File: src/ssc_pkg.sv
// constants, types and register map of the synchronous serial port control block
package ssc_pkg;

    // register map, byte addresses
    localparam logic [15:0] SSC_ADDR_CTRL_ONE  = 16'h1F96;
    localparam logic [15:0] SSC_ADDR_CTRL_TWO  = 16'h1F97;
    localparam logic [15:0] SSC_ADDR_STATUS    = 16'h1F97;
    localparam logic [15:0] SSC_ADDR_BUF_FIRST = 16'h1F98;
    localparam logic [15:0] SSC_ADDR_BUF_LAST  = 16'h1F9F;
    localparam int          SSC_BUF_WORDS      = 8;

    // reset values
    localparam logic [7:0] SSC_CTRL_ONE_RESET = 8'h00;
    localparam logic [7:0] SSC_CTRL_TWO_RESET = 8'h00;

    // status bit positions
    localparam int SSC_STAT_ACTIVE_BIT = 7;
    localparam int SSC_STAT_SHIFT_BIT  = 6;

    // transfer_mode_sel codes
    localparam logic [2:0] SSC_MODE_TX4  = 3'h2;
    localparam logic [2:0] SSC_MODE_TRX8 = 3'h4;
    localparam logic [2:0] SSC_MODE_RX8  = 3'h5;
    localparam logic [2:0] SSC_MODE_RX4  = 3'h6;

    // serial clock select codes and divider exponents of high_freq_clock
    localparam logic [2:0] SSC_CLK_RESERVED = 3'h6;
    localparam logic [2:0] SSC_CLK_EXTERNAL = 3'h7;
    localparam int SSC_DIV_LOG2_SLOW = 13;
    localparam int SSC_DIV_LOG2_C1   = 8;
    localparam int SSC_DIV_LOG2_C2   = 7;
    localparam int SSC_DIV_LOG2_C3   = 6;
    localparam int SSC_DIV_LOG2_C4   = 5;
    localparam int SSC_DIV_LOG2_C5   = 4;

    // wait field: none, frame of 2, 4 or 8 word times
    localparam logic [1:0] SSC_WAIT_NONE = 2'h0;
    localparam int SSC_HALF_TICKS_PER_WORD = 16;

    // first control register, laid out bit 7 downto 0
    typedef struct packed {
        logic       transferGo;
        logic       abortRequest;
        logic [2:0] transferModeSel;
        logic [2:0] clockSel;
    } ssc_ctrl_one_t;

    // second control register, bits 7..5 ignored
    typedef struct packed {
        logic [2:0] unused;
        logic [1:0] waitSel;
        logic [2:0] wordCount;
    } ssc_ctrl_two_t;

    // cpu side request
    typedef struct packed {
        logic [15:0] addr;
        logic [7:0]  wdata;
        logic        wr;
        logic        rd;
    } ssc_bus_req_t;

    typedef enum logic [1:0] {SSC_IDLE, SSC_SHIFT, SSC_GAP} ssc_state_t;

endpackage

File: src/ssc_serial_port.sv
// synchronous serial port: control, status, word buffer and shift engine
//
// Function
// - Status register is readable and shares address 01F97H with the second control register.
// - Word buffer occupies eight byte addresses 01F98H to 01F9FH.
// - One to eight words transfer per pass; passes repeat from the lowest address until stop or abort.
// - Transfer interrupt after the programmed word count completes.
// - 8-bit receive modes with internal clock may idle after each word.
// - Wait codes 00 none, 01 two, 10 four, 11 eight word frame.
// - Start bit: 0 stops, 1 starts the serial operation.
// - Abort bit ends the transfer and clears itself afterwards.
// - Mode codes 010, 100, 101, 110; all others reserved.
// - Clock codes 000-101 divide the system clock; 111 external; 110 reserved.
// - Word count 000 means one word up to 111 eight words, from lowest address.
// - 4-bit modes use low nibble; received bytes get zero upper nibble.
// - Transmit starts at lowest address; receive stores ascending.
// - Programmed word count stays unchanged after a transfer.
// - Status bit 7 is one while a transfer is in progress.
// - Status bit 6 is one while the shift register shifts.
// - Transfer flag drops at the end of the word in progress after stop (stop during a wait gap: after the next word), or at abort.
// - Words shift least significant bit first.
// - Transmit on falling clock edge, receive on rising, clock idles high.
`timescale 1ns/1ps

module ssc_serial_port
    import ssc_pkg::*;
#(
    parameter int SLOW_DIV_LOG2 = SSC_DIV_LOG2_SLOW
) (
    input  wire logic         clk,
    input  wire logic         reset_n,
    input  wire ssc_bus_req_t busReq,
    output logic [7:0]        busRdata,
    input  wire logic         prescaleHalve,
    input  wire logic         serialIn,
    input  wire logic         sckIn,
    output logic              sckOut,
    output logic              sckOe,
    output logic              serialOut,
    output logic              transferDoneIrq
);

    // divider reload for half a serial clock period
    function automatic logic [13:0] halfLoad(input logic [2:0] sel, input logic pre);
        int lg;
        case (sel)
            3'h0:    lg = SLOW_DIV_LOG2;
            3'h1:    lg = SSC_DIV_LOG2_C1;
            3'h2:    lg = SSC_DIV_LOG2_C2;
            3'h3:    lg = SSC_DIV_LOG2_C3;
            3'h4:    lg = SSC_DIV_LOG2_C4;
            default: lg = SSC_DIV_LOG2_C5;
        endcase
        return 14'((1 << (lg - 1 + int'(pre))) - 1);
    endfunction

    function automatic logic modeValid(input logic [2:0] m);
        return (m == SSC_MODE_TX4) || (m == SSC_MODE_TRX8) ||
               (m == SSC_MODE_RX8) || (m == SSC_MODE_RX4);
    endfunction

    function automatic logic isBufAddr(input logic [15:0] a);
        return (a >= SSC_ADDR_BUF_FIRST) && (a <= SSC_ADDR_BUF_LAST);
    endfunction

    // pin synchronisers
    logic sinMeta, sinSync, sckMeta, sckSync, sckPrev;

    always_ff @(posedge clk or negedge reset_n) begin
        if (!reset_n) begin
            sinMeta <= 1'b1;
            sinSync <= 1'b1;
            sckMeta <= 1'b1;
            sckSync <= 1'b1;
            sckPrev <= 1'b1;
        end else begin
            sinMeta <= serialIn;
            sinSync <= sinMeta;
            sckMeta <= sckIn;
            sckSync <= sckMeta;
            sckPrev <= sckSync;
        end
    end

    // main state
    ssc_state_t    state, next_state;
    ssc_ctrl_one_t ctrlOne, next_ctrlOne;
    ssc_ctrl_two_t ctrlTwo, next_ctrlTwo;
    logic [7:0]    wordBuffer [SSC_BUF_WORDS];
    logic [7:0]    next_wordBuffer [SSC_BUF_WORDS];
    logic [2:0]    wordIdx, next_wordIdx;
    logic [2:0]    bitCnt, next_bitCnt;
    logic [7:0]    txShift, next_txShift;
    logic [7:0]    rxShift, next_rxShift;
    logic [13:0]   divCnt, next_divCnt;
    logic [7:0]    gapCnt, next_gapCnt;
    logic          transferActive, next_transferActive;
    logic          shiftActive, next_shiftActive;
    logic [7:0]    next_busRdata;
    logic          next_sckOut, next_sckOe, next_serialOut, next_transferDoneIrq;

    logic       extClk, nibble, rxMode, txMode, tick, fallEv, riseEv, lastWord;
    logic       storeEv;
    logic [2:0] nextIdx;
    logic [7:0] storeVal;

    always_comb begin
        extClk   = (ctrlOne.clockSel == SSC_CLK_EXTERNAL);
        nibble   = (ctrlOne.transferModeSel == SSC_MODE_TX4) ||
                   (ctrlOne.transferModeSel == SSC_MODE_RX4);
        rxMode   = (ctrlOne.transferModeSel != SSC_MODE_TX4);
        txMode   = (ctrlOne.transferModeSel == SSC_MODE_TX4) ||
                   (ctrlOne.transferModeSel == SSC_MODE_TRX8);
        tick     = (divCnt == 14'h0);
        lastWord = (wordIdx == ctrlTwo.wordCount);
        nextIdx  = lastWord ? 3'h0 : wordIdx + 3'h1;
        storeVal = nibble ? {4'h0, sinSync, rxShift[7:5]} : {sinSync, rxShift[7:1]};
        storeEv  = 1'b0;
        // edges of the serial clock, internal divider or synchronised pin
        if (state != SSC_SHIFT) begin
            fallEv = 1'b0;
            riseEv = 1'b0;
        end else if (extClk) begin
            fallEv = sckPrev && !sckSync;
            riseEv = !sckPrev && sckSync;
        end else begin
            fallEv = tick && sckOut;
            riseEv = tick && !sckOut;
        end

        next_state           = state;
        next_ctrlOne         = ctrlOne;
        next_ctrlTwo         = ctrlTwo;
        next_wordBuffer      = wordBuffer;
        next_wordIdx         = wordIdx;
        next_bitCnt          = bitCnt;
        next_txShift         = txShift;
        next_rxShift         = rxShift;
        next_divCnt          = divCnt;
        next_gapCnt          = gapCnt;
        next_sckOut          = sckOut;
        next_serialOut       = serialOut;
        next_transferDoneIrq = 1'b0;
        next_busRdata        = 8'h00;

        case (state)
            SSC_IDLE: begin
                next_sckOut    = 1'b1;
                next_serialOut = 1'b1;
                if (ctrlOne.transferGo && !ctrlOne.abortRequest &&
                    modeValid(ctrlOne.transferModeSel) &&
                    ctrlOne.clockSel != SSC_CLK_RESERVED) begin
                    next_state   = SSC_SHIFT;
                    next_wordIdx = 3'h0;
                    next_bitCnt  = 3'h0;
                    next_txShift = wordBuffer[0];
                    next_divCnt  = halfLoad(ctrlOne.clockSel, prescaleHalve);
                end
            end
            SSC_SHIFT: begin
                if (!extClk) begin
                    if (tick) begin
                        next_divCnt = halfLoad(ctrlOne.clockSel, prescaleHalve);
                        next_sckOut = !sckOut;
                    end else begin
                        next_divCnt = divCnt - 14'h1;
                    end
                end
                if (fallEv && txMode) begin
                    next_serialOut = txShift[0];
                end
                if (riseEv) begin
                    next_rxShift = {sinSync, rxShift[7:1]};
                    next_txShift = {1'b0, txShift[7:1]};
                    next_bitCnt  = bitCnt + 3'h1;
                    if (bitCnt == (nibble ? 3'h3 : 3'h7)) begin
                        next_bitCnt = 3'h0;
                        if (rxMode) begin
                            storeEv = 1'b1;
                            next_wordBuffer[wordIdx] = storeVal;
                        end
                        next_transferDoneIrq = lastWord;
                        next_wordIdx = nextIdx;
                        next_txShift = wordBuffer[nextIdx];
                        if (!ctrlOne.transferGo) begin
                            next_state = SSC_IDLE;
                        end else if (!extClk && !nibble && rxMode &&
                                     ctrlTwo.waitSel != SSC_WAIT_NONE) begin
                            next_state  = SSC_GAP;
                            next_gapCnt = 8'(SSC_HALF_TICKS_PER_WORD *
                                             ((1 << ctrlTwo.waitSel) - 1) - 1);
                        end
                    end
                end
            end
            SSC_GAP: begin
                // clock parked high for the idle part of the frame
                if (tick) begin
                    next_divCnt = halfLoad(ctrlOne.clockSel, prescaleHalve);
                    if (gapCnt == 8'h0) begin
                        next_state = SSC_SHIFT;
                    end else begin
                        next_gapCnt = gapCnt - 8'h1;
                    end
                end else begin
                    next_divCnt = divCnt - 14'h1;
                end
            end
            default: begin
                next_state = SSC_IDLE;
            end
        endcase

        // abort ends at once and releases its own bit
        if (state != SSC_IDLE && ctrlOne.abortRequest) begin
            next_state                = SSC_IDLE;
            next_ctrlOne.abortRequest = 1'b0;
            next_sckOut               = 1'b1;
            next_serialOut            = 1'b1;
        end

        // cpu access; a receive store to the same byte wins over a cpu write
        if (busReq.wr) begin
            if (busReq.addr == SSC_ADDR_CTRL_ONE) begin
                next_ctrlOne = ssc_ctrl_one_t'(busReq.wdata);
            end else if (busReq.addr == SSC_ADDR_CTRL_TWO) begin
                next_ctrlTwo = ssc_ctrl_two_t'(busReq.wdata);
            end else if (isBufAddr(busReq.addr) && !(storeEv &&
                         busReq.addr[2:0] == wordIdx)) begin
                next_wordBuffer[busReq.addr[2:0]] = busReq.wdata;
            end
        end
        if (busReq.rd) begin
            if (busReq.addr == SSC_ADDR_STATUS) begin
                next_busRdata[SSC_STAT_ACTIVE_BIT] = transferActive;
                next_busRdata[SSC_STAT_SHIFT_BIT]  = shiftActive;
            end else if (isBufAddr(busReq.addr)) begin
                next_busRdata = wordBuffer[busReq.addr[2:0]];
            end
        end

        next_transferActive = (next_state != SSC_IDLE);
        next_shiftActive    = (next_state == SSC_SHIFT);
        next_sckOe = !extClk && modeValid(next_ctrlOne.transferModeSel) &&
                     next_ctrlOne.clockSel != SSC_CLK_RESERVED;
    end

    always_ff @(posedge clk or negedge reset_n) begin
        if (!reset_n) begin
            state           <= SSC_IDLE;
            ctrlOne         <= ssc_ctrl_one_t'(SSC_CTRL_ONE_RESET);
            ctrlTwo         <= ssc_ctrl_two_t'(SSC_CTRL_TWO_RESET);
            for (int i = 0; i < SSC_BUF_WORDS; i++) begin
                wordBuffer[i] <= 8'h00;
            end
            wordIdx         <= 3'h0;
            bitCnt          <= 3'h0;
            txShift         <= 8'h00;
            rxShift         <= 8'h00;
            divCnt          <= 14'h0;
            gapCnt          <= 8'h00;
            transferActive  <= 1'b0;
            shiftActive     <= 1'b0;
            busRdata        <= 8'h00;
            sckOut          <= 1'b1;
            sckOe           <= 1'b0;
            serialOut       <= 1'b1;
            transferDoneIrq <= 1'b0;
        end else begin
            state           <= next_state;
            ctrlOne         <= next_ctrlOne;
            ctrlTwo         <= next_ctrlTwo;
            wordBuffer      <= next_wordBuffer;
            wordIdx         <= next_wordIdx;
            bitCnt          <= next_bitCnt;
            txShift         <= next_txShift;
            rxShift         <= next_rxShift;
            divCnt          <= next_divCnt;
            gapCnt          <= next_gapCnt;
            transferActive  <= next_transferActive;
            shiftActive     <= next_shiftActive;
            busRdata        <= next_busRdata;
            sckOut          <= next_sckOut;
            sckOe           <= next_sckOe;
            serialOut       <= next_serialOut;
            transferDoneIrq <= next_transferDoneIrq;
        end
    end
endmodule // ssc_serial_port

File: config.mk
export PLATFORM = sky130hd
export DESIGN_NAME = ssc_serial_port
export DESIGN_NICKNAME = d
export VERILOG_FILES = /design/src/ssc_pkg.sv /design/src/ssc_serial_port.sv
export SDC_FILE = /design/constraint.sdc
export NUM_CORES = 1
export LEC_CHECK = 0
export BUFFER_PORTS_ARGS = -buffer_cell sky130_fd_sc_hd__buf_2
export CORE_MARGIN = 1
export CORE_UTILIZATION = 60
export DETAILED_ROUTE_END_ITERATION = 10
export PLACE_DENSITY = 0.75
export SLEW_MARGIN = 20
export SYNTH_ARGS = -nofsm -noshare
export SYNTH_HDL_FRONTEND = slang
export SYNTH_SLANG_ARGS = --single-unit
File: constraint.sdc
create_clock -name clk -period 4.4 [get_ports clk]
set_input_delay 0.44 -clock clk [delete_from_list [all_inputs] [get_ports clk]]
set_output_delay 0.44 -clock clk [all_outputs]
set_load 0.02 [all_outputs]
Word-level counts from Yosys, hierarchy flattened
Cells that the tools add are included.
Word-level totals
  register bits: 142
  bits of input ports: 31
  output and inout bits: 12
  word-level logic and storage cells: 239
Operators by class
  add/sub/neg operators: 15
  order comparisons: 7
  eq/ne operators: 36
  shifts and indexed selects: 4
  muxes and demuxes: 87
  bitwise operators: 4
  reduce and logical (&&, ||, !) cells: 53
Operator list (number)
  $mux 64: 8
  $mux 32: 6
  $mux 8: 18
  $bwmux 64: 2
  $add 32x2->32: 3
  $shl 1x32->14 const A: 3
  $sub 32x2->32 const B: 3
  $mux 14: 4
  $bmux 8 s3: 2
  $demux 8 s3: 2
  $pmux 14 s3: 1
  $sub 14x2->14 const B: 3
  $eq 16x13->1 const B: 2
  $pmux 8 s2: 2
  $eq 3x3->1 const B: 8
  $mux 3: 7
  $pmux 4 s5: 1
  $logic_and 1x1->1: 19
  $mux 2: 9
  $mux 1: 17
  $ge 16x13->1 const B: 1
  $le 16x13->1 const B: 1
  $ne 2x2->1 const B: 8
  $ne 3x3->1 const B: 5
  other kinds (34): 71

Longest topological paths before layout
Gate-level depths: netlist of run 1.
  depth after elaboration: 15
  mapped depth: 15
  mapped depth without buffers: 15

Worst setup path after synthesis of run 1
OpenSTA, ideal clock, no wires.
  kind: reg-to-reg
  start point: reg divCnt[0]
  end point: reg wordBuffer[48] (netlist name)
  setup time: 128 ps
  arrival: 2685 ps
  required time: 4272 ps
  slack: 1588 ps
  cell stages (with the launch flop): 10
  path buffers: 1
  clock period less this slack: 2812 ps
  cells stage by stage: dfrtp_1 > inv_1 > ha_1 > nor4b_2 > nand4_1 > o21a_4 > buf_12 > nor4_4 > mux2_2 > mux2_1
RTL lines
  from (decl): RTL line ssc_serial_port.sv:95  | logic [13:0] divCnt, next_divCnt;
  from (signal assigned): RTL line ssc_serial_port.sv:278  | divCnt <= next_divCnt;
  to (signal assigned): RTL line ssc_serial_port.sv:273  | wordBuffer <= next_wordBuffer;
  to (decl): RTL line ssc_serial_port.sv:89  | logic [7:0] wordBuffer [SSC_BUF_WORDS];

==> results by stage, run 1 <==
Synthesis:
- The netlist uses 81 different library cells.
- In this run, synthesis inferred 0 flip-flops with an integrated enable.
- The number of nets in the synthesized netlist is ~860.
- The average instance in the mapped netlist occupies between 10 and 15 um^2.
- The simple logic cell fraction of the synthesized area is 14.34%.
- The dominant synthesized flop cell is dfrtp_1.
- The xor/xnor share of the synthesized area is approximately 1.2%.
- The synthesized netlist devotes 13.09% of its cell area to compound gates.
- The multiplexer share of the synthesized area is 26.13%.
- Summing the sequential cell areas from Yosys gives approximately 40% of the chip area.
- The main combinational cell family by area after synthesis is multiplexers.
- Synthesis produced a netlist whose cell count is between 800 and 900.
- The async set-or-reset flop fraction in the synthesized netlist is 100.0%.
- The synthesized-area fraction occupied by adder cells is under 10%.
- The cell area after technology mapping is 8944 um^2.
- The register bit total from synthesis is roughly 140.
- Yosys printed 0 warnings.

Worst setup path:
- The data arrival time of the critical path is 3.90 ns.
- The cell depth of the worst flop-to-flop path is 9.
- The kind of end point of the critical path is a register.
- In this run the critical register-to-register path is captured at wordBuffer[23].
- In this run the worst path has a maximum fanout of 13.
- The type of the setup path with the least slack is register to register.
- The required time of the worst setup path is 4.70 ns.
- The worst setup path is launched from a register.
- The reg-to-reg setup timing slack is 0.81 ns.
- The worst register-to-register path begins at divCnt[0].

Global route:
- The global router's overall resource usage is between 30% and 40%.
- Entering global routing, the biggest net connects about 120 pins.
- The total overflow reported by the global router is 0.
- Global routing used about 6.6% of the available met3 tracks.
- The number of global-route vias before repair is roughly 7000.
- Global routing consumed, on the met1 layer, 41.97% of the routing resources.
- The number of antenna violations at the first check in global routing came to 0.
- The first-pass GRT wire length is 37630 um.
- The met2 usage in global routing is approximately 54%.
- The busiest layer in global routing is met2.

Place:
- The total placed cells including tap cells is ~990.
- The congestion estimate from routability-driven global placement came to ~0.92.
- The HPWL reported at the end of detailed placement is around 16000 um.
- The number of port buffers is 42.

Pwr:
- The proportion of total power due to net switching is approximately 22%.
- Combinational logic burns under 10% of the power.
- The internal power consumption is around 0.0023 W.
- The net switching power figure is 0.0006376 W.
- The cell leakage power is 4.274 nW.
- Registers are responsible for a little under half of the overall power.
- Dividing total power by cell area gives a power density of 294.0 nW/um^2.
- The clock share of power is 51.8%.
- Across the VDD grid, the largest voltage drop is slightly below 0.3 mV.

Floorplan:
- The effective utilization at floorplan is between 60% and 70%.
- The die is between 100 and 150 um tall.
- The die covers 15400 um^2.
- Row generation in the floorplan step produced 44 rows.
- The area of the core is around 15000 um^2.
- The count of pins on the block boundary is 43.
- The overall die width is roughly 120 um.

Timing:
- Adding up every negative setup slack in the final design gives 0 ns.
- Static timing analysis puts the maximum clock frequency at ~280 MHz.
- The count of endpoints failing hold in the final timing report is 0.
- The final cycle utilization of the critical path is 81.66%.
- Setup repair after global routing left no endpoint under its margin.
- The final number of max-transition violations is 0.
- For the final database, setup skew stands at 0.01063 ns.
- The post-layout minimum cycle time is 3.593 ns.
- The actual transition at the worst max-transition pin is between 1 and 1.5 ns.
- The remaining max-slew budget at the tightest pin is 23.77%.
- Setup violations remaining at the end of the flow were counted as 0.

Cells and area:
- After the flow finishes, the layout carries non-filler instances totaling around 1000.
- The fraction of final layout cells sized beyond drive strength 1 is between 20 and 30%.
- After filler insertion, the fill cell instance count of the layout stands at approximately 1100.
- The final net count is between 800 and 900.
- The relative area change from synthesis to final layout is 9.989%.
- The number of diodes is 0.

Routing:
- Dividing the detail-routed wire length by the instance count gives 23.38 um.
- Wires add up to between 20000 and 25000 um.
- The count of unresolved DRC violations after routing is 0.
- The number of nets with antenna violations after detailed routing is 0.
- After detailed routing, the number of vias per cell comes to roughly 6.9.
- The final route contains about 7000 vias.
- The total iterations of the first detailed-routing run is 6.
- In this run, the number of DRC markers left after iteration 0 of detailed routing was 787.

CTS:
- At the later pin of the worst-skew pair, clock insertion delay measures roughly 0.43 ns.
- The tree built by TritonCTS fans out to about 140 sinks.
- TritonCTS built the clock tree.
- The quantity of hold-fixing buffers added after cts is 0.
- The level count of the clock H-tree is 4.
- The number of gates resized after CTS was 0.
- In this run the post-CTS setup repair buffer count came out at 0.
- Counting the buffers created by CTS gives 17.
- In this run the clock root is driven by a clkbuf_16.
- The clock passes through at most 2 buffers.
- The post-CTS clock slew at the launch and capture registers of the worst setup and hold paths is 0.06 ns.

Run status:
- The run finished with clean final reports.

Min path:
- The tightest min-delay check is of the input port to asynchronous set/reset pin type.

Job:
- Max-cap violations in this run came to 0.
-- power by group through the flow --
stage               combinational [W]  sequential (W)  clock [W]
finish                      0.0000920         0.00130    0.00150
global route                 0.000101         0.00130    0.00157
CTS                         0.0000939         0.00130    0.00150
detailed placement          0.0000938         0.00133          0
global placement            0.0000907         0.00133          0
floorplan                   0.0000369         0.00133          0
-- state kept, by name, summed over array words and instances, names as in the netlist --
register / cells
transferDoneIrq: 1
sckOut: 1
wordIdx: 3
sckOe: 1
transferActive: 1
busRdata: 8
shiftActive: 1
rxShift: 7
sinMeta: 1
divCnt: 14
gapCnt: 8
sinSync: 1
txShift: 8
ctrlTwo: 5
sckMeta: 1
bitCnt: 3
wordBuffer: 64
ctrlOne: 8
sckSync: 1
sckPrev: 1
serialOut: 1
state: 2
-- logic make-up after synthesis --
logic type / Yosys count
XOR/XNOR: 12
multiplexers: 189
flip-flops: 141
adder cells (fa/ha/maj): 15
buffers and inverters: 76
AO/OA/AOI/OAI: 169
AND/OR/NAND/NOR: 210
-- metal layers --
layer | up-vias | routed length, um | part of all wire [%]
met1 | 3549 | 9537 | 40
li1 | 3094 | - | -
met5 | - | 0 | 0
met4 | 0 | 1024 | 4.3
met2 | 330 | 11840 | 49
met3 | 70 | 1541 | 6.4
-- Yosys cell counts, types with 18 or more instances --
library cell | number | area share (%)
nand2_1 | 53 | 2.2
nor2_1 | 29 | 1.2
inv_1 | 21 | 0.88
mux4_2 | 22 | 5.5
o21ai_0 | 49 | 2.7
nor3_1 | 18 | 1.0
dfrtp_1 | 134 | 37
mux2i_1 | 31 | 3.5
mux2_2 | 104 | 13
clkbuf_1 | 40 | 1.7
a31oi_1 | 19 | 1.3
mux2_1 | 32 | 4.0
a21oi_1 | 19 | 1.1
-- critical path: stages, from the launching register on --
cell	delay, ns
dfrtp_1	0.43
inv_1	0.08
ha_1	0.21
nor4b_2	0.48
nand4_1	0.18
buf_4	0.21
o21a_4	0.33
nor4_4	0.83
mux2_2	0.42
mux2_1	0.29
-- worst max path at each step --
stage                       start             end  slack [ns]  cells past startpoint
floorplan               divCnt[0]  wordBuffer[48]        1.59                      9
global placement        divCnt[0]  wordBuffer[19]        1.01                      9
detailed placement  prescaleHalve       divCnt[4]        0.90                     13
CTS                     divCnt[0]  wordBuffer[23]        0.89                      9
global route           ctrlOne[1]       divCnt[4]        0.56                     11
finish                  divCnt[0]  wordBuffer[23]        0.81                      9
-- cell usage in the layout (no fill, tap or decap), types with 5 or more instances in the layout --
master	instances
a211oi_1	5
a21oi_1	19
a222oi_1	7
a22o_1	9
a31oi_1	19
and2_1	12
buf_2	41
buf_4	8
clkbuf_16	17
clkbuf_8	7
dfrtp_1	134
dfstp_2	7
ha_1	15
inv_1	21
mux2_1	32
mux2_2	104
mux2i_1	31
mux4_2	22
nand2_1	53
nand2b_1	8
nand3_1	16
nand3b_1	6
nand4_1	7
nor2_1	29
nor2b_1	6
nor3_1	18
nor4_1	6
nor4_4	7
o21a_1	9
o21ai_0	49
o31ai_1	6
or2_2	5
or3_1	6
xnor2_1	9
-- stage by stage --
stage / cell area, um^2 / hold slack, ns / util (%) / setup slack, ns / total power, W
after floorplan: 8944 / 0.1444 / - / 1.588 / 0.001363
after global placement: 9218 / 0.3488 / 63.42 / 1.012 / 0.001417
after detailed placement: 9218 / 0.3478 / 63.42 / 0.9006 / 0.001420
after CTS: 9834 / 0.09743 / 67.67 / 0.8918 / 0.002901
after global routing: 9837 / 0.08951 / 67.68 / 0.5552 / 0.002971
final: 9837 / 0.1087 / 67.68 / 0.8070 / 0.002892
-- final cells by class --
| type | count | area (um^2) | area share (%) |
|---|---|---|---|
| Multi-Input combinational cell | 595 | 5091 | 51.76 |
| Sequential cell | 141 | 3537 | 35.96 |
| Clock buffer | 24 | 511.7 | 5.202 |
| Timing Repair Buffer | 50 | 279.0 | 2.836 |
| Tap cell | 184 | 230.2 | 2.340 |
| Clock inverter | 8 | 105.1 | 1.068 |
| Inverter | 22 | 82.58 | 0.8395 |
Note: power is estimated with default switching activity, not from simulation.
==> inputs of run 2 (changes only) <==
--- a/config.mk
+++ b/config.mk
@@ -5,9 +5,10 @@
 export SDC_FILE = /design/constraint.sdc
 export NUM_CORES = 1
 export LEC_CHECK = 0
+export ABC_AREA = 1
 export BUFFER_PORTS_ARGS = -buffer_cell sky130_fd_sc_hd__buf_2
 export CORE_MARGIN = 1
-export CORE_UTILIZATION = 60
+export CORE_UTILIZATION = 57
 export DETAILED_ROUTE_END_ITERATION = 10
 export PLACE_DENSITY = 0.75
 export SLEW_MARGIN = 20
==> constraint.sdc (replaced) <==
create_clock -name clk -period 2.9 [get_ports clk]
set_input_delay 0.29 -clock clk [delete_from_list [all_inputs] [get_ports clk]]
set_output_delay 0.29 -clock clk [all_outputs]
set_load 0.02 [all_outputs]
==> results by stage, run 2 <==
Cells and area:
- The register area is 3537 um^2 (unchanged).
- The top cell types in the final layout, fill and taps aside, are nand2_1, inv_1, dfrtp_1.
- The final net count came to 1623 (+86%).
- The area taken by multi-input logic gates is 5540 um^2 (+8.8%).
- The non-filler instance count after layout is 1815 (+77%).
- The register containing the most flip-flops in the final layout is wordBuffer.
- In the final layout, the registers with the most flip-flops are wordBuffer: 64 flops, divCnt: 14 flops.
- The number of inserted filler cells in the final layout is 1610 (+49%).
- The number of diodes was 0 (unchanged).
- Leaving out fill and tap cells, the most frequent cell in the layout is nand2_1.
- The fraction of final layout cells sized beyond drive strength 1 is 11.01% (-18 points).
- The final design utilization is 64.43% (-3.3 points).
- The flip-flop count of the largest register after layout is 64 (unchanged).
- The final non-filler cell area was 11110 um^2 (+13%).
- The relative area change from synthesis to final layout is 10.58%.

Min path:
- The startpoint identified for the worst hold timing path is busReq[0].
- The path class of the lowest-slack min-delay path is input port to register.

Routing:
- The post-detailed-route via-to-cell ratio is 5.831 (-15%).
- The DRC marker count from the first detailed-route iteration is 1177 (+50%).
- The total iterations of the first detailed-routing run is 6 (unchanged).
- The number of nets with antenna violations after detailed routing is 0 (unchanged).
- The total wirelength of the detailed-routed design is 31840 um (+33%).
- The count of unresolved DRC violations after routing is 0 (unchanged).
- The final routed wire length divided by cell count is 17.54 um (-25%).
- The total via count in the routed design is 10580 (+50%).

Worst setup path:
- The slowest stage of the critical path is the dfrtp_1 cell.
- The largest fanout of any net on the critical path is 9 (-4).
- The category of the worst setup path launch point is a register.
- The sum of buffers and inverters on the critical path is 2 (unchanged).
- The launching point of the worst reg2reg path is divCnt[0].
- The kind of cell with the highest combined delay on the critical path is simple AND/OR/NAND/NOR gates.
- The critical path in this run is classified as register to register.
- The delay of the slowest cell on the worst path was 0.38 ns (-0.45 ns).
- The kind of end point of the critical path is a register.
- Walking the worst path, the cells encountered are inv_1, ha_1, nand3_2, nor2_1, nand3_1, a21oi_1, nand4_4, buf_4, nand4_1, nand2_1, nand2_1.
- The most frequent cell on the critical path is nand2_1.
- The data arrival time of the critical path was 2.93 ns (-0.97 ns).
- The timing startpoint of the critical path is divCnt[0].
- The required time of the worst setup path is 3.26 ns (-1.44 ns).

CTS:
- The total number of clock tree sinks was 141 (unchanged).
- The clock tree from TritonCTS is built.
- The post-CTS resize count is 0 (unchanged).
- The latest clock arrival within the worst-skew pair was 0.43 ns (about the same).
- Clock tree synthesis selected as its root buffer the cell clkbuf_16.
- The quantity of hold-fixing buffers added after cts is 3 (+3).
- The level count of the clock H-tree is 4 (unchanged).
- The post-CTS clock slew at the launch and capture registers of the worst setup and hold paths is 0.06 ns (about the same).
- The number of buffers inserted by post-CTS setup repair is 0 (unchanged).
- The maximum buffer depth of the clock tree is 2 (unchanged).
- The clock buffer count from CTS is 17 (unchanged).

Synthesis:
- The number of unique standard cell types used by synthesis is 45 (-44%).
- The number of warning messages in the yosys log came to 0 (unchanged).
- The net count after synthesis came to 1589 (+85%).
- The dominant synthesized flop cell is dfrtp_1.
- The register bit total from synthesis was 141 (unchanged).
- The register area share after synthesis was 35.22% (-4.3 points).
- The number of instances in the synthesized netlist came to 1543 (+90%).
- The count of flip-flops with a built-in enable after synthesis is 0 (unchanged).
- The cell area after technology mapping is 10040 um^2 (+12%).
- In the post-synthesis netlist, the biggest area contributors are dfrtp_1, nand2_1, nand3_1.
- The fraction of post-synthesis cell area in the top cell type by area is 33.39% (-4.1 points).
- Among all cell types in the netlist, the one instantiated most often is nand2_1.
- The async set-or-reset flop fraction in the synthesized netlist is 100.0% (unchanged).
- Summed over all instances, the cell type with the most area after synthesis is dfrtp_1.
- The mean post-synth cell area is 6.509 um^2 (-41%).
- Sorting the synthesized cells by how often they occur yields nand2_1, inv_1, dfrtp_1.

Pwr:
- The net switching power figure is 0.001088 W (+71%).
- The worst vdd rail ir drop is 0.4251 mV (+45%).
- The power per unit of standard cell area is 389.2 nW/um^2 (+32%).
- The proportion of power drawn by flip-flops and latches is 45.8% (+0.7 points).
- The clock share of power is 49.0% (-2.8 points).
- The internal power consumption is 0.003235 W (+43%).
- The part of the total power dissipated in combinational logic is 5.3% (+2.1 points).
- The cell leakage power is 5.639 nW (+32%).
- The proportion of total power due to net switching is 25.17% (+3.1 points).

Floorplan:
- The area of the core is 17240 um^2 (+19%).
- The effective utilization at floorplan is 58.27% (-3.3 points).
- The die footprint came to 18150 um^2 (+18%).
- The cell row count is 48 (+9.1%).
- The overall die width is 134.7 um (+8.6%).
- The die outline height is 134.7 um (+8.6%).
- The count of pins on the block boundary is 43 (unchanged).

Timing:
- The count of endpoints failing hold in the final timing report is 0 (unchanged).
- The total negative slack for setup checks is 0 ns (unchanged).
- The maximum operating frequency is 389.3 MHz (+40%).
- The remaining max-slew budget at the tightest pin was 56.01% (+32 points).
- The post-layout minimum cycle time came to 2.569 ns (-1.024 ns).
- The post-layout worst setup margin is 0.3310 ns (-0.4761 ns).
- The final cycle utilization of the critical path is 88.59% (+6.9 points).
- The setup clock skew after layout is 0.01087 ns (+0.0002371 ns).
- The final number of max-transition violations is 0 (unchanged).
- The actual transition at the worst max-transition pin is 0.6591 ns (-0.4843 ns).
- Setup repair after global routing left no endpoint under its margin.
- The final number of setup-violating endpoints was 0 (unchanged).

Global route:
- The total overflow reported by the global router is 0 (unchanged).
- The largest net degree at the start of global routing is 65 (-43%).
- The number of global-route vias before repair was 9643 (+40%).
- The first-pass GRT wire length is 50660 um (+35%).
- The number of antenna violations at the first check in global routing came to 0 (unchanged).
- The global router's overall resource usage is 36.25% (+3.1 points).

Place:
- The total cell area at the placement stage is 10520 um^2 (+14%).
- The pre-CTS worst setup slack came to 0.3970 ns (-0.5036 ns).
- The number of port buffers is 42 (unchanged).
- The HPWL reported at the end of detailed placement is 23050 um (+44%).
- The total placed cells including tap cells was 1780 (+79%).
- The placer congestion estimate is 1.006 (+8.9%).

Job:
- The max-capacitance violation count was 0 (unchanged).

Run status:
- The flow ran to the end, and the final reports show no timing, DRC or antenna violations.
[run 2: changes by cell type in the layout (fill, tap and decap cells not counted), moves of 59 or more]
cell | previous run | this run
inv_1 | 21 | 148
nor2_1 | 29 | 102
nand2_1 | 53 | 521
o21ai_0 | 49 | 108
mux2_2 | 104 | 1
nand3_1 | 16 | 132
[run 2: path summary, 6_finish.rpt]
| check | to | slack [ns] | cells past startpoint |
|---|---|---|---|
| setup reg to reg | wordBuffer[59] | 0.33 | 11 |
| min in group asynchronous | divCnt[7] | 0.43 | 2 |
| hold / removal | busRdata[6] | 0.17 | 3 |
| hold reg to reg | sinSync | 0.36 | 0 |
| setup / recovery | wordBuffer[59] | 0.33 | 11 |
| max in group asynchronous | sinSync | 1.63 | 3 |
[run 2: logic make-up (layout without fill, tap and decap cells)]
| kind of cell | count (synthesis) | count (layout) | synth area share [%] |
|---|---|---|---|
| DFF | 141 | 141 | 35.22 |
| xor gates and xnor gates | 10 | 10 | 0.8721 |
| and+or+nand+nor | 880 | 880 | 38.56 |
| buffers and inverters | 240 | 287 | 9.617 |
| adders and majority gates | 15 | 15 | 1.869 |
| muxes | 1 | 1 | 0.1121 |
| AOI/OAI and AO/OA | 256 | 256 | 13.75 |
[run 2: metrics by stage]
step                power (W)  hold slack (ns)
finish               0.004322           0.1682
global placement     0.002234           0.3350
global route         0.004445           0.1752
CTS                  0.004328           0.1582
floorplan            0.002109        -0.005591
detailed placement   0.002235           0.3346
[run 2: tightest hold or removal path, stage by stage]
cell	delay, ns
buf_2	0.14
o21ai_0	0.08
a21oi_1	0.04
[run 2: cell type report]
| cell class | count | area share (%) |
|---|---|---|
| Multi-Input combinational cell | 1162 | 49.89 |
| Clock buffer | 19 | 3.988 |
| Tap cell | 225 | 2.535 |
| Inverter | 173 | 5.858 |
| Clock inverter | 13 | 1.048 |
| Timing Repair Buffer | 82 | 4.833 |
| Sequential cell | 141 | 31.85 |
[run 2: per-layer routing]
layer	global-route usage, %	vias up	share of wire [%]
met1	46.78	4855	41
met2	58.82	511	47
met4	15.92	0	3.6
met3	7.432	92	8.8
met5	0	-	0
li1	-	5125	-
[run 2: power by group through the flow]
stage / sequential [W] / combinational [W] / clock [W]
3_5_place_dp: 0.00201 / 0.000221 / 0
5_1_grt: 0.00198 / 0.000247 / 0.00222
3_3_place_gp: 0.00201 / 0.000220 / 0
2_1_floorplan: 0.00201 / 0.0000963 / 0
4_1_cts: 0.00198 / 0.000225 / 0.00213
6_report: 0.00198 / 0.000228 / 0.00212
==> inputs of run 3 (changes only) <==
--- a/config.mk
+++ b/config.mk
@@ -7,8 +7,10 @@
 export LEC_CHECK = 0
 export ABC_AREA = 1
 export BUFFER_PORTS_ARGS = -buffer_cell sky130_fd_sc_hd__buf_2
+export CELL_PAD_IN_SITES_DETAIL_PLACEMENT = 1
+export CELL_PAD_IN_SITES_GLOBAL_PLACEMENT = 1
 export CORE_MARGIN = 1
-export CORE_UTILIZATION = 57
+export CORE_UTILIZATION = 41
 export DETAILED_ROUTE_END_ITERATION = 10
 export PLACE_DENSITY = 0.75
 export SLEW_MARGIN = 20
==> results by stage, run 3 (synthesized netlist as in run 2, its figures left out) <==
Run status:
- The flow ran to the end, and the final reports show no timing, DRC or antenna violations.

Worst setup path:
- The signal on the critical path passes through nand2_1, nand2_1, ha_1, inv_1, nor2_1, ha_1, inv_1, nand2_1, nor2_1, nand3_1, ha_1, inv_1, nor3_1, o21ai_0, nand3_1, nand2_1.
- The delay of the slowest cell on the worst path is 0.42 ns (+0.04 ns).
- The worst setup path is launched from a register.
- The kind of end point of the critical path is a register.
- By startpoint and endpoint, the worst setup path is classified as register to register.
- The required time of the worst setup path is 3.29 ns (+0.03 ns).
- The most numerous cell type found on the critical path is nand2_1.
- The data arrival time of the critical path came to 3.04 ns (+0.11 ns).
- The largest fanout of any net on the critical path is 4 (-5).
- For this design, the slowest cell found on the critical path is dfrtp_1.

Place:
- The pre-CTS worst setup slack is 0.1053 ns (-0.2917 ns).
- The placer congestion estimate is 0.9128 (-9.2%).
- The number of port buffers is 42 (unchanged).
- The HPWL reported at the end of detailed placement is 27900 um (+21%).

Job:
- The max-capacitance violation count is 0 (unchanged).

Pwr:
- The cell leakage power is 5.660 nW (+0.38%).
- The worst vdd rail ir drop came to 0.3424 mV (-19%).
- The power after layout is 0.004399 W (+1.8%).
- The power per unit of standard cell area is 389.9 nW/um^2 (+0.18%).

Timing:
- The total negative slack for setup checks is 0 ns (unchanged).
- The final number of max-transition violations came to 0 (unchanged).
- The remaining max-slew budget at the tightest pin is 39.97% (-16 points).
- The final number of setup-violating endpoints is 0 (unchanged).
- The post-layout minimum cycle time is 2.647 ns (+0.07830 ns).
- The post-layout worst setup margin is 0.2527 ns (-0.07831 ns).
- The setup clock skew after layout is 0.01612 ns (+0.005252 ns).
- The maximum operating frequency is 377.7 MHz (-3.0%).
- Setup repair after global routing left no endpoint under its margin.
- The actual transition at the worst max-transition pin is 0.8955 ns (+0.2364 ns).
- The final cycle utilization of the critical path is 91.29% (+2.7 points).
- The count of endpoints failing hold in the final timing report is 0 (unchanged).

Routing:
- The post-detailed-route via-to-cell ratio is 5.724 (-1.8%).
- The number of nets with antenna violations after detailed routing is 0 (unchanged).
- The final routed wire length divided by cell count is 20.18 um (+15%).
- The count of unresolved DRC violations after routing was 0 (unchanged).
- The total via count in the routed design is 10930 (+3.3%).
- The total wirelength of the detailed-routed design came to 38540 um (+21%).
- The DRC marker count from the first detailed-route iteration was 871 (-26%).
- The total iterations of the first detailed-routing run was 5 (-1).

Cells and area:
- The register containing the most flip-flops in the final layout is wordBuffer.
- The flip-flop count of the largest register after layout was 64 (unchanged).
- The number of inserted filler cells in the final layout is 3146 (+95%).
- The most common library cell in the layout ignoring fill and taps is nand2_1.
- The fraction of final layout cells sized beyond drive strength 1 is 11.44% (+0.43 points).
- In the final layout, the registers with the most flip-flops are wordBuffer: 64 flops, divCnt: 14 flops.
- The final net count is 1624 (+0.062%).
- The area taken by multi-input logic gates is 5559 um^2 (+0.34%).
- The register area is 3537 um^2 (unchanged).
- The library cells used most frequently in the layout, excluding fill and tap cells, are nand2_1, inv_1, dfrtp_1.
- The number of diodes is 0 (unchanged).
- Compared with the post-synthesis result, the final layout area differs by 12.33%.

Global route:
- The total overflow reported by the global router is 0 (unchanged).
- The number of global-route vias before repair came to 11050 (+15%).
- The largest net degree at the start of global routing is 76 (+17%).
- The number of antenna violations at the first check in global routing is 0 (unchanged).
- The first-pass GRT wire length was 60710 um (+20%).
- The global router's overall resource usage is 31.97% (-4.3 points).

CTS:
- The total number of clock tree sinks came to 141 (unchanged).
- The clock tree from TritonCTS is built.
- The level count of the clock H-tree came to 4 (unchanged).
- The post-CTS clock slew at the launch and capture registers of the worst setup and hold paths is 0.08 ns (+0.02 ns).
- The number of buffers inserted by post-CTS setup repair came to 0 (unchanged).
- The tree is rooted in a clkbuf_16.
- The maximum buffer depth of the clock tree is 2 (unchanged).
- The clock buffer count from CTS is 17 (unchanged).
- The latest clock arrival within the worst-skew pair came to 0.44 ns (about the same).

Floorplan:
- The cell row count came to 56 (+17%).
- The die outline height is 158.5 um (+18%).
- The effective utilization at floorplan came to 42.28% (-16 points).
- The area of the core is 23750 um^2 (+38%).
- The overall die width is 158.5 um (+18%).
- The count of pins on the block boundary is 43 (unchanged).
- The die footprint is 25130 um^2 (+38%).

Min path:
- The path class of the lowest-slack min-delay path is input port to register.
-- run 3: cell count changes in the layout (fill, tap and decap cells not counted), sizes merged --
cell and change:
clkinv -3, inv +7, buf +1, clkinvlp -1, clkbuf -2, bufinv -1
-- run 3: routing by layer --
layer / vias up / wire (um) / GRT usage (%)
met5: - / 0 / 0
met4: 0 / 1243 / 12.59
met3: 100 / 2297 / 5.280
met2: 397 / 18440 / 54.47
met1: 5317 / 16560 / 40.22
li1: 5118 / - / -
-- run 3: worst paths after layout --
check	slack, ns	to	start	depth (start not counted)
worst max-delay path	0.25	divCnt[6]	ctrlOne[1]	16
min in group asynchronous	0.46	divCnt[6]	reset_n	2
worst max register to register	0.25	divCnt[6]	ctrlOne[1]	16
worst min-delay path	0.19	busRdata[2]	busReq[0]	3
worst min register to register	0.36	sckSync	sckMeta	0
max in group asynchronous	1.70	wordBuffer[42]	reset_n	3
-- run 3: area by class of cell --
type                            count  area share, %
Inverter                          173          5.767
Clock buffer                       17          3.771
Timing Repair Buffer               83          5.157
Tap cell                          319          3.538
Sequential cell                   141          31.35
Clock inverter                     15          1.142
Multi-Input combinational cell   1162          49.27
-- run 3: through the flow --
step           cell area [um^2]  hold WS (ns)  cells  utilization [%]
3_5_place_dp              10680        0.3508   1875            44.96
4_1_cts                   11260        0.1855   1910            47.42
6_report                  11280        0.1930   1910            47.50
3_3_place_gp              10680        0.3457   1875            44.96
5_1_grt                   11280        0.2058   1910            47.50
2_1_floorplan             10040     -0.005591   1543                -
-- run 3: power breakdown --
part	internal [W]	total, W	switching, W
logic	0.0000570	0.000239	0.000182
registers	0.00197	0.00198	0.00000310
clock network	0.00113	0.00218	0.00106
total	0.00316	0.00440	0.00124
-- run 3: repair_timing --
action                                  4_1_cts  5_1_grt
endpoints found under the setup margin        0       18
gates resized for setup                       0        7
hold buffers                                  3        0
hold endpoints to repair                     70        0
-- run 3: critical path, delay by kind of cell, from the launching register on --
family / cells / cell delay (ns)
adders and majority gates: 3 / 0.65
buffers and inverters: 3 / 0.30
DFF: 1 / 0.42
and+or+nand+nor: 9 / 1.01
AOI/OAI and AO/OA: 1 / 0.22
